File: src/core/dtm_defs.vh
// Offsets, field positions, reset values and timing counts of the die temperature monitor
`ifndef DTM_DEFS_VH
`define DTM_DEFS_VH
`define DTM_ADDR_W         4
`define DTM_OFS_CFG        4'hd
`define DTM_OFS_THD        4'he
`define DTM_OFS_RES        4'hf
`define DTM_CFG_START_BIT  7
`define DTM_RES_EOC_BIT    7
`define DTM_FIELD_W        6
`define DTM_MODE_DEFAULT   2'h0
`define DTM_MODE_PROG      2'h1
`define DTM_THD_RESET      6'h00
`define DTM_RES_RESET      6'h00
`define DTM_DEF_THRESHOLD  6'h30
`define DTM_CONV_TIME_NS   40000
`define DTM_CLK_PERIOD_NS  40
`define DTM_CONV_CYCLES    ((`DTM_CONV_TIME_NS + `DTM_CLK_PERIOD_NS - 1) / `DTM_CLK_PERIOD_NS)
`define DTM_SAMPLE_CYCLES  64
`endif

File: src/core/dtm_regs.v
// Die temperature monitor registers: threshold compare, warnings, manual conversion
// Function
// The programmable threshold is used only when the mode field is 01.
// The threshold register holds a six-bit read/write field in bits 5:0.
// Temperature above the threshold sets both the warning irq flag and status flag.
// In programmable mode the test is a plain greater-than with no hysteresis.
// The result register holds the last conversion, 3 degrees per step, zero at -15.
// Result bit 7 reads 1 while a conversion runs and 0 once the result is fresh.
// Manual conversions run only when the mode field holds 10 or 11.
// Mode 00 uses the built-in threshold; modes 1x disable warnings.
// Writing 1 to the start bit begins a conversion; the bit clears when it ends.
`timescale 1ns/1ps
`include "dtm_defs.vh"
module dtm_regs #(
   parameter CONV_CYCLES   = `DTM_CONV_CYCLES,
   parameter SAMPLE_CYCLES = `DTM_SAMPLE_CYCLES,
   parameter DEF_THRESHOLD = `DTM_DEF_THRESHOLD
) (
   // Clock and reset
   input  wire       MCLK_IN,
   input  wire       RST_IN,
   // Register port from the serial interface
   input  wire [3:0] REG_ADDR_IN,
   input  wire [7:0] REG_WDATA_IN,
   input  wire       REG_WR_IN,
   input  wire       REG_RD_IN,
   output reg  [7:0] REG_RDATA_OUT,
   // Temperature sensor
   input  wire [5:0] TEMP_CODE_IN,
   // Warning flags to the status logic
   output reg        TEMP_WARN_IRQ_FLAG_OUT,
   output reg        TEMP_WARN_STATUS_FLAG_OUT,
   input  wire       TEMP_WARN_IRQ_CLR_IN,
   // Mode and start towards the rest of the monitor
   output wire [1:0] MONITOR_MODE_FIELD_OUT,
   output wire       CONV_START_OUT,
   output wire       CONV_BUSY_OUT
);
   localparam ST_IDLE = 1'b0;
   localparam ST_CONV = 1'b1;

   wire [5:0] temp_sync;
   reg  [1:0] monitor_mode_field_reg;
   reg        start_reg;
   reg  [5:0] warn_threshold_field_reg;
   reg  [5:0] temp_result_field_reg;
   reg        state_reg;
   reg [15:0] conv_cnt_reg;
   reg [15:0] samp_cnt_reg;
   reg  [5:0] auto_temp_reg;
   reg        warn_cond;
   reg  [7:0] rdata_next;
   reg        state_next;
   reg        start_next;
   reg [15:0] conv_cnt_next;
   reg  [5:0] result_next;
   reg [15:0] samp_cnt_next;
   reg  [5:0] auto_temp_next;

   function sel;
      input [3:0] a;
      input [3:0] o;
      sel = (a == o);
   endfunction

   // Plain compare, no hysteresis band in any mode
   function above;
      input [5:0] t;
      input [5:0] l;
      above = (t > l);
   endfunction

   wire wr_cfg = REG_WR_IN & sel(REG_ADDR_IN, `DTM_OFS_CFG);
   wire wr_thd = REG_WR_IN & sel(REG_ADDR_IN, `DTM_OFS_THD);
   wire start_req = wr_cfg & REG_WDATA_IN[`DTM_CFG_START_BIT] & REG_WDATA_IN[1];
   // Reload one short so busy lasts exactly CONV_CYCLES cycles
   wire [15:0] conv_load = CONV_CYCLES[15:0] - 16'h0001;

   // Multi-bit code: stage agreement filters bits that arrive skewed
   dtm_sync #(
      .W(6)
   ) u_sync (
      .clk_in(MCLK_IN),
      .rst_in(RST_IN),
      .d_in  (TEMP_CODE_IN),
      .q_out (temp_sync)
   );

   assign MONITOR_MODE_FIELD_OUT = monitor_mode_field_reg;
   assign CONV_START_OUT         = start_reg;
   assign CONV_BUSY_OUT          = (state_reg == ST_CONV);

   // Config and threshold registers; the start bit lives in the sequencer
   always @(posedge MCLK_IN) begin
      if (RST_IN) begin
         monitor_mode_field_reg   <= `DTM_MODE_DEFAULT;
         warn_threshold_field_reg <= `DTM_THD_RESET;
      end else begin
         if (wr_cfg) begin
            monitor_mode_field_reg <= REG_WDATA_IN[1:0];
         end
         if (wr_thd) begin
            warn_threshold_field_reg <= REG_WDATA_IN[5:0];
         end
      end
   end

   // Manual conversion sequencer, next state
   always @* begin
      state_next    = state_reg;
      start_next    = start_reg;
      conv_cnt_next = conv_cnt_reg;
      result_next   = temp_result_field_reg;
      case (state_reg)
         ST_IDLE: begin
            // Writes while busy cannot restart a running conversion
            if (start_req) begin
               state_next    = ST_CONV;
               start_next    = 1'b1;
               conv_cnt_next = conv_load;
            end
         end
         ST_CONV: begin
            if (conv_cnt_reg == 16'h0000) begin
               state_next  = ST_IDLE;
               start_next  = 1'b0;
               result_next = temp_sync;
            end else begin
               conv_cnt_next = conv_cnt_reg - 16'h0001;
            end
         end
         default: begin
            state_next = ST_IDLE;
            start_next = 1'b0;
         end
      endcase
   end

   always @(posedge MCLK_IN) begin
      if (RST_IN) begin
         state_reg             <= ST_IDLE;
         start_reg             <= 1'b0;
         conv_cnt_reg          <= 16'h0000;
         temp_result_field_reg <= `DTM_RES_RESET;
      end else begin
         state_reg             <= state_next;
         start_reg             <= start_next;
         conv_cnt_reg          <= conv_cnt_next;
         temp_result_field_reg <= result_next;
      end
   end

   // Periodic sample for the warning compare; the result register is left alone
   always @* begin
      samp_cnt_next  = samp_cnt_reg - 16'h0001;
      auto_temp_next = auto_temp_reg;
      if (samp_cnt_reg == 16'h0000) begin
         samp_cnt_next  = SAMPLE_CYCLES[15:0] - 16'h0001;
         auto_temp_next = temp_sync;
      end
   end

   always @(posedge MCLK_IN) begin
      if (RST_IN) begin
         samp_cnt_reg  <= 16'h0000;
         auto_temp_reg <= 6'h00;
      end else begin
         samp_cnt_reg  <= samp_cnt_next;
         auto_temp_reg <= auto_temp_next;
      end
   end

   always @* begin
      case (monitor_mode_field_reg)
         2'h0:    warn_cond = above(auto_temp_reg, DEF_THRESHOLD[5:0]);
         2'h1:    warn_cond = above(auto_temp_reg, warn_threshold_field_reg);
         default: warn_cond = 1'b0;
      endcase
   end

   // Irq flag sticky until cleared; a new event beats a clear in the same cycle
   always @(posedge MCLK_IN) begin
      if (RST_IN) begin
         TEMP_WARN_IRQ_FLAG_OUT <= 1'b0;
      end else begin
         if (warn_cond) begin
            TEMP_WARN_IRQ_FLAG_OUT <= 1'b1;
         end else if (TEMP_WARN_IRQ_CLR_IN) begin
            TEMP_WARN_IRQ_FLAG_OUT <= 1'b0;
         end
      end
   end

   // Status follows the condition one cycle late
   always @(posedge MCLK_IN) begin
      if (RST_IN) begin
         TEMP_WARN_STATUS_FLAG_OUT <= 1'b0;
      end else begin
         TEMP_WARN_STATUS_FLAG_OUT <= warn_cond;
      end
   end

   // Unmapped addresses read zero; writes to the result field are dropped
   always @* begin
      rdata_next = 8'h00;
      case (REG_ADDR_IN)
         `DTM_OFS_CFG: rdata_next = {start_reg, 5'h00, monitor_mode_field_reg};
         `DTM_OFS_THD: rdata_next = {2'h0, warn_threshold_field_reg};
         `DTM_OFS_RES: rdata_next = {CONV_BUSY_OUT, 1'b0, temp_result_field_reg};
         default:      rdata_next = 8'h00;
      endcase
   end

   always @(posedge MCLK_IN) begin
      if (RST_IN) begin
         REG_RDATA_OUT <= 8'h00;
      end else if (REG_RD_IN) begin
         REG_RDATA_OUT <= rdata_next;
      end
   end
endmodule // dtm_regs

File: src/core/dtm_sync.v
// Three-stage synchroniser with agreement filter for an external level
`timescale 1ns/1ps
module dtm_sync #(
   parameter W = 6
) (
   // Clock and reset
   input  wire         clk_in,
   input  wire         rst_in,
   // Data
   input  wire [W-1:0] d_in,
   output reg  [W-1:0] q_out
);
   reg [W-1:0] s1_reg;
   reg [W-1:0] s2_reg;
   reg [W-1:0] s3_reg;

   always @(posedge clk_in) begin
      if (rst_in) begin
         s1_reg <= {W{1'b0}};
         s2_reg <= {W{1'b0}};
         s3_reg <= {W{1'b0}};
         q_out  <= {W{1'b0}};
      end else begin
         s1_reg <= d_in;
         s2_reg <= s1_reg;
         s3_reg <= s2_reg;
         if (s2_reg == s3_reg) begin
            q_out <= s3_reg;
         end
      end
   end
endmodule // dtm_sync

File: config.mk
export PLATFORM = sky130hd
export DESIGN_NAME = dtm_regs
export DESIGN_NICKNAME = d
export VERILOG_FILES = /design/src/core/dtm_regs.v /design/src/core/dtm_sync.v
export VERILOG_INCLUDE_DIRS = /design/src /design/src/core
export SDC_FILE = /design/constraint.sdc
export NUM_CORES = 1
export LEC_CHECK = 0
export BUFFER_PORTS_ARGS = -buffer_cell sky130_fd_sc_hd__buf_4
export CORE_MARGIN = 4
export CORE_UTILIZATION = 52
export CTS_CLUSTER_SIZE = 24
export DETAILED_ROUTE_END_ITERATION = 8
export PLACE_DENSITY_LB_ADDON = 0.08
export SYNTH_ARGS = -nofsm -noshare
export SYNTH_HDL_FRONTEND = slang
export SYNTH_SLANG_ARGS = --single-unit
File: constraint.sdc
create_clock -name MCLK_IN -period 2.3 [get_ports MCLK_IN]
set_clock_uncertainty 0.05 [all_clocks]
set_input_delay 0.23 -clock MCLK_IN [delete_from_list [all_inputs] [get_ports MCLK_IN]]
set_output_delay 0.23 -clock MCLK_IN [all_outputs]
set_load 0.02 [all_outputs]
; After elaboration in Yosys (flattened, before gate mapping)
; Cells that the tools add are included.
[word_totals]
latchBits = 0
output_inout_bits = 14
n_memories = 0
word_cells = 55
rom_bits = 0
regBits = 88
ram_bits = 0
in_bits = 23
[op_classes]
n_addsub = 2
n_div = 0
bitwise_logic = 5
n_reduce_logical = 8
shift = 0
eq_ne = 8
order_cmp = 2
multipliers = 0
mux = 14
[op_table]
columns = op, count
row1 = 16-bit zero test, 2
row2 = 16-bit 2-to-1 mux, 2
row3 = 16-bit one-hot mux with 2 select lines, 1
row4 = "16-bit by 1-bit subtractor with 16-bit output, second input constant", 2
row5 = 8-bit one-hot mux with 3 select lines, 1
row6 = "4-bit equality test, second input constant", 3
row7 = 6-bit equality test, 1
row8 = 6-bit greater-than comparator, 1
row9 = "6-bit greater-than comparator, second input constant", 1
row10 = 1-bit 2-to-1 mux, 6
row11 = 6-bit 2-to-1 mux, 1
row12 = 1-bit one-hot mux with 2 select lines, 3
row13 = 2-bit AND reduction, 3
row14 = 1-bit AND, 4
row15 = "2-bit != test, second input constant", 2
row16 = "2-bit by 1-bit equality test with 1-bit output, second input constant", 1
row17 = 2-bit zero test, 1
row18 = "2-bit by 1-bit != test with 1-bit output, second input constant", 1
row19 = 2-bit nonzero test, 1
row20 = 2-bit OR reduction, 1
row21 = 1-bit NOT, 1

; Logic depth before layout (Yosys ltp)
; Gate-level depths: netlist (run 1).
[depth]
word_depth = 6
ltp_mapped = 8

; Hierarchy
; From an unflattened synthesis (run 1), not the netlist that was laid out.
[hier_totals]
hier_cells = 414
hier_area_um2 = 3870.0
[by_module_without_submodules]
columns = module, cells_each, seq_area_each_um2, area_each_um2, n_inst
row1 = dtm_regs, 343, 1261.2, 3051.7, 1
row2 = dtm_sync, 71, 480.5, 818.3, 1

; Worst setup path after synthesis (run 1)
; No wires, ideal clock.
[synth_path]
path_type = register -> register
startpoint = reg samp_cnt_reg[9]
endpoint = reg auto_temp_reg[5]
arrival_ps = 2106
stages_incl_launch_ff = 8
slack_ps = 17
cell_sequence = dfxtp_1 or4_4 or3_4 or4_4 buf_6 buf_6 mux2i_1 nor2_1
[synth_between]
elab_chain_cells = 1
[synth_rtl]
columns = item, line
row1 = start: declaration, dtm_regs.v:49  ; reg [15:0] samp_cnt_reg;
row2 = start signal: assignment, dtm_regs.v:168  ; samp_cnt_reg <= samp_cnt_next;
row3 = 16-bit zero test, dtm_regs.v:157  ; if (samp_cnt_reg == 16'h0000) begin
row4 = end signal: assignment, dtm_regs.v:169  ; auto_temp_reg <= auto_temp_next;
row5 = end: declaration, dtm_regs.v:50  ; reg [5:0] auto_temp_reg;
; Every way passes these cells.
; A chain may end at the register's enable or synchronous reset.

; Worst setup path after layout (run 1)
[layout_path]
startpoint = reg samp_cnt_reg[9]
endpoint = reg auto_temp_reg[0]
; Same word-level chain as after synthesis.

==> run metrics, run 1 <==
status=completed; clock transition at the registers of the reported paths=0.08 ns; Mapped Nets=about 420; reg2reg start=samp_cnt_reg[9]; Synth top area share=0.480; root buffer cell=clkbuf_8; DR iter-0 viols=110; PortBufs=34; num ports=37; most common cell after layout, fill and taps aside=dfxtp_1; routed vias=2700; post-CTS sizing=0; Clock Sinks=87; top_reg_cell synth=dfxtp_1; Required @ worst endpoint=approximately 2.5 ns; ranking of synthesized cells by area=dfxtp_1 (48%), mux2i_1 (8.5%), nor2_1 (7.2%), nor2b_1 (3.6%), ha_1 (3.4%); worst hold path type=input port to flop; CP arrival=approximately 2.4 ns; Max H-tree Level=3; final worst-path cycle share=0.950; Yosys warnings=0; Antenna Nets Post-Route=0; post-synthesis sequential area ratio=0.480; final wirelength=approximately 6600 um; mean routed wirelength per cell=between 10 and 15 um; P&R area growth vs syn=17.3%; largest net degree at the start of global routing=27; antenna diode count=0; Hold Path Depth=2; final std cells w/o fill=525; Mapped Cells=a little under 400; Hold Path Sink=u_sync.s1_reg[5]; Filler cells=614; endpoints failing setup=0; LEAKAGE=approximately 1.9 nW; GRT Overall Usage=0.168; RSZ-0062 raised after global routing=no; Critical Path End Type=flop; DRC violations left=0; max-cap viol count=0; pwr/cell area=approximately 860 nW/um^2; final-report max-slew violation count=0; Avg Cell Area, Syn=between 9 and 10 um^2; final instance area=between 4000 and 5000 um^2; critical path launch point type=flop; post-synth cell types=42; FP Rows=30; hold buffers post-CTS=0; worst reg-to-reg path cell count=6; Clock Path Buffers=2; fmax=between 400 and 500 MHz; GR Overflow Total=0; EDFF count, synth=0; number of synthesized register bits=between 80 and 90; die outline height=around 92 um; total core area=~6800 um^2; die width=just over 90 um; first-pass GRT wire length=between 10000 and 15000 um; Crit Path Class=flop to flop; DP Area=just over 4000 um^2; die area=between 8000 and 9000 um^2; initial antenna violation count=0; DP HPWL=between 4000 and 5000 um; Final min period=2.19 ns; vias in the first global route=2554; Design Power=roughly 3.7 mW; Pre-Repair DR Iteration Count=4; Post-CTS Setup Bufs=0; DR vias/cell=about 5; Final nets=458; final RePlAce weighted congestion=0.841; initial core utilization=0.534; later-pin clock latency in the skew report=roughly 0.35 ns; asr flop ratio synth=0; number of buffers created by CTS=9; post-route setup TNS=0 ns; placed insts=about 500; reg2reg setup slack=between 0.1 and 0.15 ns; share of cells above drive strength 1=0.175; area of the mapped netlist=3630 um^2; most frequent cells in the layout=dfxtp_1 (86), nor2_1 (70), buf_4 (45); area leader, netlist=dfxtp_1; CP max FO=12; final hold vios=0; Hold Startpoint=TEMP_CODE_IN[5]; worst r2r dst=auto_temp_reg[0]; maximum VDD drop=roughly 0.44 mV; CTS tree=built
## worst max-delay path by stage
stage,start,endpoint,slack (ns),depth (start not counted)
after CTS,samp_cnt_reg[8],auto_temp_reg[0],0.04,6
after floorplan,samp_cnt_reg[9],auto_temp_reg[5],0.02,7
after detailed placement,samp_cnt_reg[9],auto_temp_reg[2],0.06,6
after global routing,samp_cnt_reg[9],auto_temp_reg[0],0.01,6
after global placement,samp_cnt_reg[9],auto_temp_reg[3],0.09,6
final,samp_cnt_reg[9],auto_temp_reg[0],0.11,6
## synthesized netlist by cell type, types with 2 or more instances
cell type / instances
and2_1: 2
xor2_1: 14
a21oi_1: 18
nor3_1: 7
a22o_1: 2
dfxtp_1: 87
nand2b_1: 3
ha_1: 10
or4_1: 6
nor2_1: 70
a211oi_1: 3
a2111oi_0: 2
nand3_1: 10
mux2_2: 5
clkbuf_1: 13
a311oi_1: 3
nand2_1: 15
nand3b_1: 5
nand4_1: 2
xnor2_1: 12
nor4_1: 6
a31oi_1: 4
or4_4: 2
nor4b_1: 2
or3_1: 2
inv_1: 13
mux2i_1: 31
nor2b_1: 21
buf_6: 2
## where the power goes
part           internal [mW]  switching, mW  leakage (nW)
Sequential              1.63          0.101         0.707
Clock                  0.615          0.531         0.110
Combinational          0.413          0.375          1.05
Total                   2.66           1.01          1.87
## critical path, cell delays in order, from the launching register on
cell	delay (ns)
dfxtp_1	0.33
or4_4	0.55
or3_4	0.34
or4_4	0.45
buf_12	0.17
mux2i_1	0.14
nor2_1	0.05
## metrics by stage
stage                     setup slack (ns)  utilization  hold WS [ns]
after floorplan                     0.0166            -         0.308
after global placement              0.0850        0.592         0.370
after detailed placement            0.0600        0.592         0.375
after CTS                           0.0403        0.625        0.0212
after global routing                0.0139        0.627        0.0210
final                                0.114        0.627        0.0394
## cell families (layout without fill, tap and decap cells)
kind of cell               count (synthesis)  after routing  synth area share
AOI/OAI and AO/OA                         37             37            0.0651
xor gates and xnor gates                  26             26            0.0627
adders and majority gates                 10             10            0.0345
buffers and inverters                     30             74            0.0365
DFF                                       87             87             0.480
muxes                                     36             36             0.101
other                                      1              1           0.00103
and+or+nand+nor                          158            158             0.220
## per-layer routing
layer  vias to the layer above  share of wire  GRT usage
li1                       1400              -          -
met1                      1261           0.47      0.215
met2                        29           0.48      0.275
met3                        10          0.028     0.0307
met4                         0          0.018     0.0729
met5                         -              0          0
## area by class of cell
type,count,area [um^2],share of cell area
inverters,13,48.8,0.0115
multi-input cells,268,1770,0.416
clock buffers,9,124,0.0291
clock inverters,6,95.1,0.0223
well taps,96,120,0.0282
repair buffers,46,358,0.0840
flip-flops and latches,87,1740,0.409
Note: power is estimated with default switching activity, not from simulation.
==> inputs of run 2 (changes only) <==
--- a/config.mk
+++ b/config.mk
@@ -6,9 +6,13 @@
 export SDC_FILE = /design/constraint.sdc
 export NUM_CORES = 1
 export LEC_CHECK = 0
+export ABC_CLOCK_PERIOD_IN_PS = 2300
 export BUFFER_PORTS_ARGS = -buffer_cell sky130_fd_sc_hd__buf_4
+export CELL_PAD_IN_SITES_DETAIL_PLACEMENT = 1
+export CELL_PAD_IN_SITES_GLOBAL_PLACEMENT = 1
+export CORE_ASPECT_RATIO = 0.7
 export CORE_MARGIN = 4
-export CORE_UTILIZATION = 52
+export CORE_UTILIZATION = 40
 export CTS_CLUSTER_SIZE = 24
 export DETAILED_ROUTE_END_ITERATION = 8
 export PLACE_DENSITY_LB_ADDON = 0.08
==> run 2 against run 1 <==
Net effect:
- cell count up 5.7%
- routed wire length up 25%
- sequential share of layout area down 2.2 points
- largest cell class unchanged
- first-iteration DRC count up 32%
- power up 20%
- die area up 28%
- critical path type unchanged
- sequential power about the same
==> run metrics, run 2 (synthesis results as in run 1) <==
CP max FO=5 (-7); CP arrival=2.39 ns (+0.02 ns); FP Rows=28 (-6.7%); first-pass GRT wire length=14000 um (+22%); final RePlAce weighted congestion=0.769 (-8.5%); GR Overflow Total=0 (unchanged); fmax=450 MHz (-1.6%); largest net degree at the start of global routing=31 (+15%); root buffer cell=clkbuf_16; vias in the first global route=2858 (+12%); total core area=8650 um^2 (+27%); most frequent cells in the layout=dfxtp_1 (87), nor2_1 (70), buf_4 (48); final std cells w/o fill=555 (+5.7%); PortBufs=34 (unchanged); DP HPWL=5890 um (+24%); status=completed; Least-Margin Pin Slew=about 0.6 ns; die area=10700 um^2 (+28%); LEAKAGE=1.96 nW (+5.1%); endpoints failing setup=0 (unchanged); initial core utilization=0.420 (-0.115); final worst-path cycle share=0.966 (+0.0158); DP Worst Slack=0.0161 ns (-0.0439 ns); number of buffers created by CTS=9 (unchanged); Antenna Nets Post-Route=0 (unchanged); final-report max-slew violation count=0 (unchanged); GRT Overall Usage=0.168 (+0.000173); later-pin clock latency in the skew report=0.34 ns (about the same); initial antenna violation count=0 (unchanged); maximum VDD drop=0.506 mV (+16%); DR vias/cell=5.01 (-2.6%); num ports=37 (unchanged); critical path launch point type=flop; Crit Path Class=flop to flop; fin worst setup slack=0.0778 ns (-0.0364 ns); Clock Sinks=87 (unchanged); placed insts=537 (+5.3%); clock transition at the registers of the reported paths=0.06 ns (-0.02 ns); routed vias=2779 (+2.9%); max-cap viol count=0 (unchanged); Final min period=2.22 ns (+0.0364 ns); DRC violations left=0 (unchanged); P&R area growth vs syn=23.8%; die outline height=87.7 um (-4.2%); Max H-tree Level=3 (unchanged); mean routed wirelength per cell=14.8 um (+18%); Clock Path Buffers=2 (unchanged); pwr/cell area=980 nW/um^2 (+14%); hold buffers post-CTS=0 (unchanged); CTS tree=built; Critical Path End Type=flop; die width=122 um (+33%); worst hold path type=input port to flop; final hold vios=0 (unchanged); Slew headroom=0.597; most common cell after layout, fill and taps aside=dfxtp_1; Final nets=463 (+1.1%); final instance area=4490 um^2 (+5.6%); Required @ worst endpoint=2.47 ns (about the same); final wirelength=8200 um (+25%); share of cells above drive strength 1=0.184 (+0.00908); DP Area=4080 um^2 (+1.3%); antenna diode count=0 (unchanged); DR iter-0 viols=145 (+32%); Pre-Repair DR Iteration Count=4 (unchanged)
==> run 2: path summary, 6_finish.rpt <==
check	startpoint	to	slack, ns	depth (start not counted)
max	samp_cnt_reg[9]	auto_temp_reg[4]	0.08	6
min reg2reg	u_sync.s1_reg[1]	u_sync.s2_reg[1]	0.39	1
min	TEMP_CODE_IN[0]	u_sync.s1_reg[0]	0.05	2
max reg2reg	samp_cnt_reg[9]	auto_temp_reg[4]	0.08	6
==> run 2: timing repair <==
action | CTS | global route
setup buffers | 2 | 0
pin swaps | 0 | 1
resized for setup | 1 | 4
endpoints found under the setup margin | 1 | 25
==> run 2: per-stage QoR <==
| step | utilization | power [mW] | setup TNS (ns) | hold WS, ns |
|---|---|---|---|---|
| 2_1_floorplan | - | 2.36 | 0 | 0.308 |
| 3_3_place_gp | 0.471 | 2.54 | 0 | 0.371 |
| 3_5_place_dp | 0.471 | 2.58 | 0 | 0.375 |
| 4_1_cts | 0.517 | 4.45 | 0 | 0.0413 |
| 5_1_grt | 0.519 | 4.66 | -0.00787 | 0.0523 |
| 6_report | 0.519 | 4.40 | 0 | 0.0502 |
==> run 2: cell type report <==
type                            count  area (um^2)
Clock buffer                       11          253
Clock inverter                      5          128
Inverter                           13         48.8
Multi-Input combinational cell    268         1770
Tap cell                          120          150
Timing Repair Buffer               51          403
Fill cell                         986         4160
Sequential cell                    87         1740
==> run 2: worst max-delay path: stages (launching register included) <==
cell	delay, ns
dfxtp_1	0.33
or4_4	0.55
or3_4	0.35
or4_4	0.45
buf_6	0.15
mux2i_1	0.17
nor2_1	0.06
==> run 2: per-layer routing <==
layer / part of all wire / vias up / track usage / wire [um]
met2: 0.45 / 36 / 0.270 / 3690
li1: - / 1404 / - / -
met4: 0.010 / 0 / 0.0417 / 82
met3: 0.041 / 8 / 0.0646 / 334
met5: 0 / - / 0 / 0
met1: 0.50 / 1331 / 0.215 / 4090
==> run 2: power by group <==
| group | switching (mW) | internal [mW] | total [mW] |
|---|---|---|---|
| Sequential | 0.108 | 1.63 | 1.74 |
| Clock | 0.590 | 1.23 | 1.82 |
| Combinational | 0.406 | 0.442 | 0.847 |
==> inputs of run 3 (changes only) <==
--- a/config.mk
+++ b/config.mk
@@ -13,6 +13,7 @@
 export CORE_ASPECT_RATIO = 0.7
 export CORE_MARGIN = 4
 export CORE_UTILIZATION = 40
+export CTS_BUF_LIST = sky130_fd_sc_hd__clkbuf_16
 export CTS_CLUSTER_SIZE = 24
 export DETAILED_ROUTE_END_ITERATION = 8
 export PLACE_DENSITY_LB_ADDON = 0.08
==> run 3 against run 2 <==
Net effect:
- sequential cell count did not move
- design area fell by 0.45%
- via count rose by 0.14%
- setup slack improved by 0.0060 ns
- critical path depth did not move
- non-clock buffer count did not move
- cell count did not move
- clock-buffer cell count fell by 2
- sequential share of layout area rose by 0.17 points
- routed wire length barely moved
- core utilization fell by 0.23 points
- power fell by 1.6%
- critical path type unchanged
==> run metrics, run 3 (synthesis results as in run 1) <==
Clock Sinks=87 (unchanged); root buffer cell=clkbuf_16; GRT Overall Usage=0.168 (+0.000412); final-report max-slew violation count=0 (unchanged); hold buffers post-CTS=0 (unchanged); fmax=451 MHz (+0.27%); DP Area=4080 um^2 (unchanged); initial antenna violation count=0 (unchanged); final hold vios=0 (unchanged); total core area=8650 um^2 (unchanged); num ports=37 (unchanged); maximum VDD drop=0.503 mV (-0.43%); endpoints failing setup=0 (unchanged); pwr/cell area=969 nW/um^2 (-1.1%); register area=1740 um^2 (unchanged); mean routed wirelength per cell=14.8 um (about the same); Hold Path Depth=2 (unchanged); CTS tree=built; final worst-path cycle share=0.964 (-0.00260); antenna diode count=0 (unchanged); critical path launch point type=flop; Crit Path Class=flop to flop; vias in the first global route=2845 (-0.45%); first-pass GRT wire length=14000 um (+0.24%); initial core utilization=0.420 (unchanged); Final min period=2.22 ns (-0.00597 ns); die area=10700 um^2 (unchanged); DRC violations left=0 (unchanged); DR iter-0 viols=133 (-8.3%); max-cap viol count=0 (unchanged); die outline height=87.7 um (unchanged); PortBufs=34 (unchanged); LEAKAGE=1.95 nW (-0.57%); post-route setup TNS=0 ns (unchanged); CP arrival=2.39 ns (about the same); GR Overflow Total=0 (unchanged); Max H-tree Level=3 (unchanged); Clock Path Buffers=2 (unchanged); number of buffers created by CTS=9 (unchanged); DP HPWL=5890 um (unchanged); final instance area=4470 um^2 (-0.45%); largest net degree at the start of global routing=31 (unchanged); Required @ worst endpoint=2.47 ns (about the same); FP Rows=28 (unchanged); die width=122 um (unchanged); worst reg-to-reg path cell count=6 (unchanged); Filler cells=987 (+0.10%); most common cell after layout, fill and taps aside=dfxtp_1; Antenna Nets Post-Route=0 (unchanged); share of cells above drive strength 1=0.179 (-0.00460); Slew headroom=0.597 (unchanged); most frequent cells in the layout=dfxtp_1 (87), nor2_1 (70), buf_4 (48); clock transition at the registers of the reported paths=0.06 ns (about the same); Critical Path End Type=flop; Final nets=463 (unchanged); status=completed; Pre-Repair DR Iteration Count=4 (unchanged); Least-Margin Pin Slew=0.603 ns (unchanged); DR vias/cell=5.01 (+0.14%); final RePlAce weighted congestion=0.769 (unchanged); routed vias=2783 (+0.14%); later-pin clock latency in the skew report=0.34 ns (about the same); worst hold path type=input port to flop; P&R area growth vs syn=23.2%; final wirelength=8200 um (about the same); CP max FO=5 (unchanged); footprint of the multi-input gates=1770 um^2 (unchanged)
run 3: path summary, 6_finish.rpt:
path / endpoint / from / slack [ns]
max: auto_temp_reg[4] / samp_cnt_reg[9] / 0.08
min: u_sync.s1_reg[0] / TEMP_CODE_IN[0] / 0.05
max reg2reg: auto_temp_reg[4] / samp_cnt_reg[9] / 0.08
min reg2reg: u_sync.s2_reg[1] / u_sync.s1_reg[1] / 0.39
run 3: where the power goes:
| part | switching (mW) | internal, mW |
|---|---|---|
| Sequential | 0.108 | 1.63 |
| Combinational | 0.406 | 0.442 |
| Clock | 0.587 | 1.16 |
run 3: per-layer routing:
metal | up-vias | wire length, um | GRT usage
li1 | 1405 | - | -
met1 | 1330 | 4080 | 0.217
met2 | 40 | 3690 | 0.269
met3 | 8 | 345 | 0.0646
met4 | 0 | 82 | 0.0417
met5 | - | 0 | 0
run 3: repair_timing:
action	in CTS	in global routing
setup endpoints to repair	1	25
gates resized for setup	1	4
buffers inserted	2	0
pin swaps	0	1
run 3: final cells by class:
| class | instances | area share |
|---|---|---|
| clock inverter | 7 | 0.0302 |
| tap | 120 | 0.0336 |
| clock buffer | 9 | 0.0503 |
| sequential | 87 | 0.389 |
| multi-input combinational | 268 | 0.396 |
| timing repair buffer | 51 | 0.0900 |
| inverter | 13 | 0.0109 |
run 3: per-stage QoR:
step | utilization | hold slack (ns) | setup WS [ns] | power [mW] | instances
final | 0.517 | 0.0499 | 0.0838 | 4.33 | 555
after detailed placement | 0.471 | 0.375 | 0.0161 | 2.58 | 537
after global routing | 0.517 | 0.0523 | -0.00688 | 4.59 | 555
after global placement | 0.471 | 0.371 | 0.0613 | 2.54 | 537
after CTS | 0.515 | 0.0413 | 0.0102 | 4.38 | 555
after floorplan | - | 0.308 | 0.0166 | 2.36 | 385
run 3: worst max-delay path: stages, from the launching register on:
cell,delay [ns]
dfxtp_1,0.32
or4_4,0.55
or3_4,0.35
or4_4,0.45
buf_6,0.15
mux2i_1,0.17
nor2_1,0.06
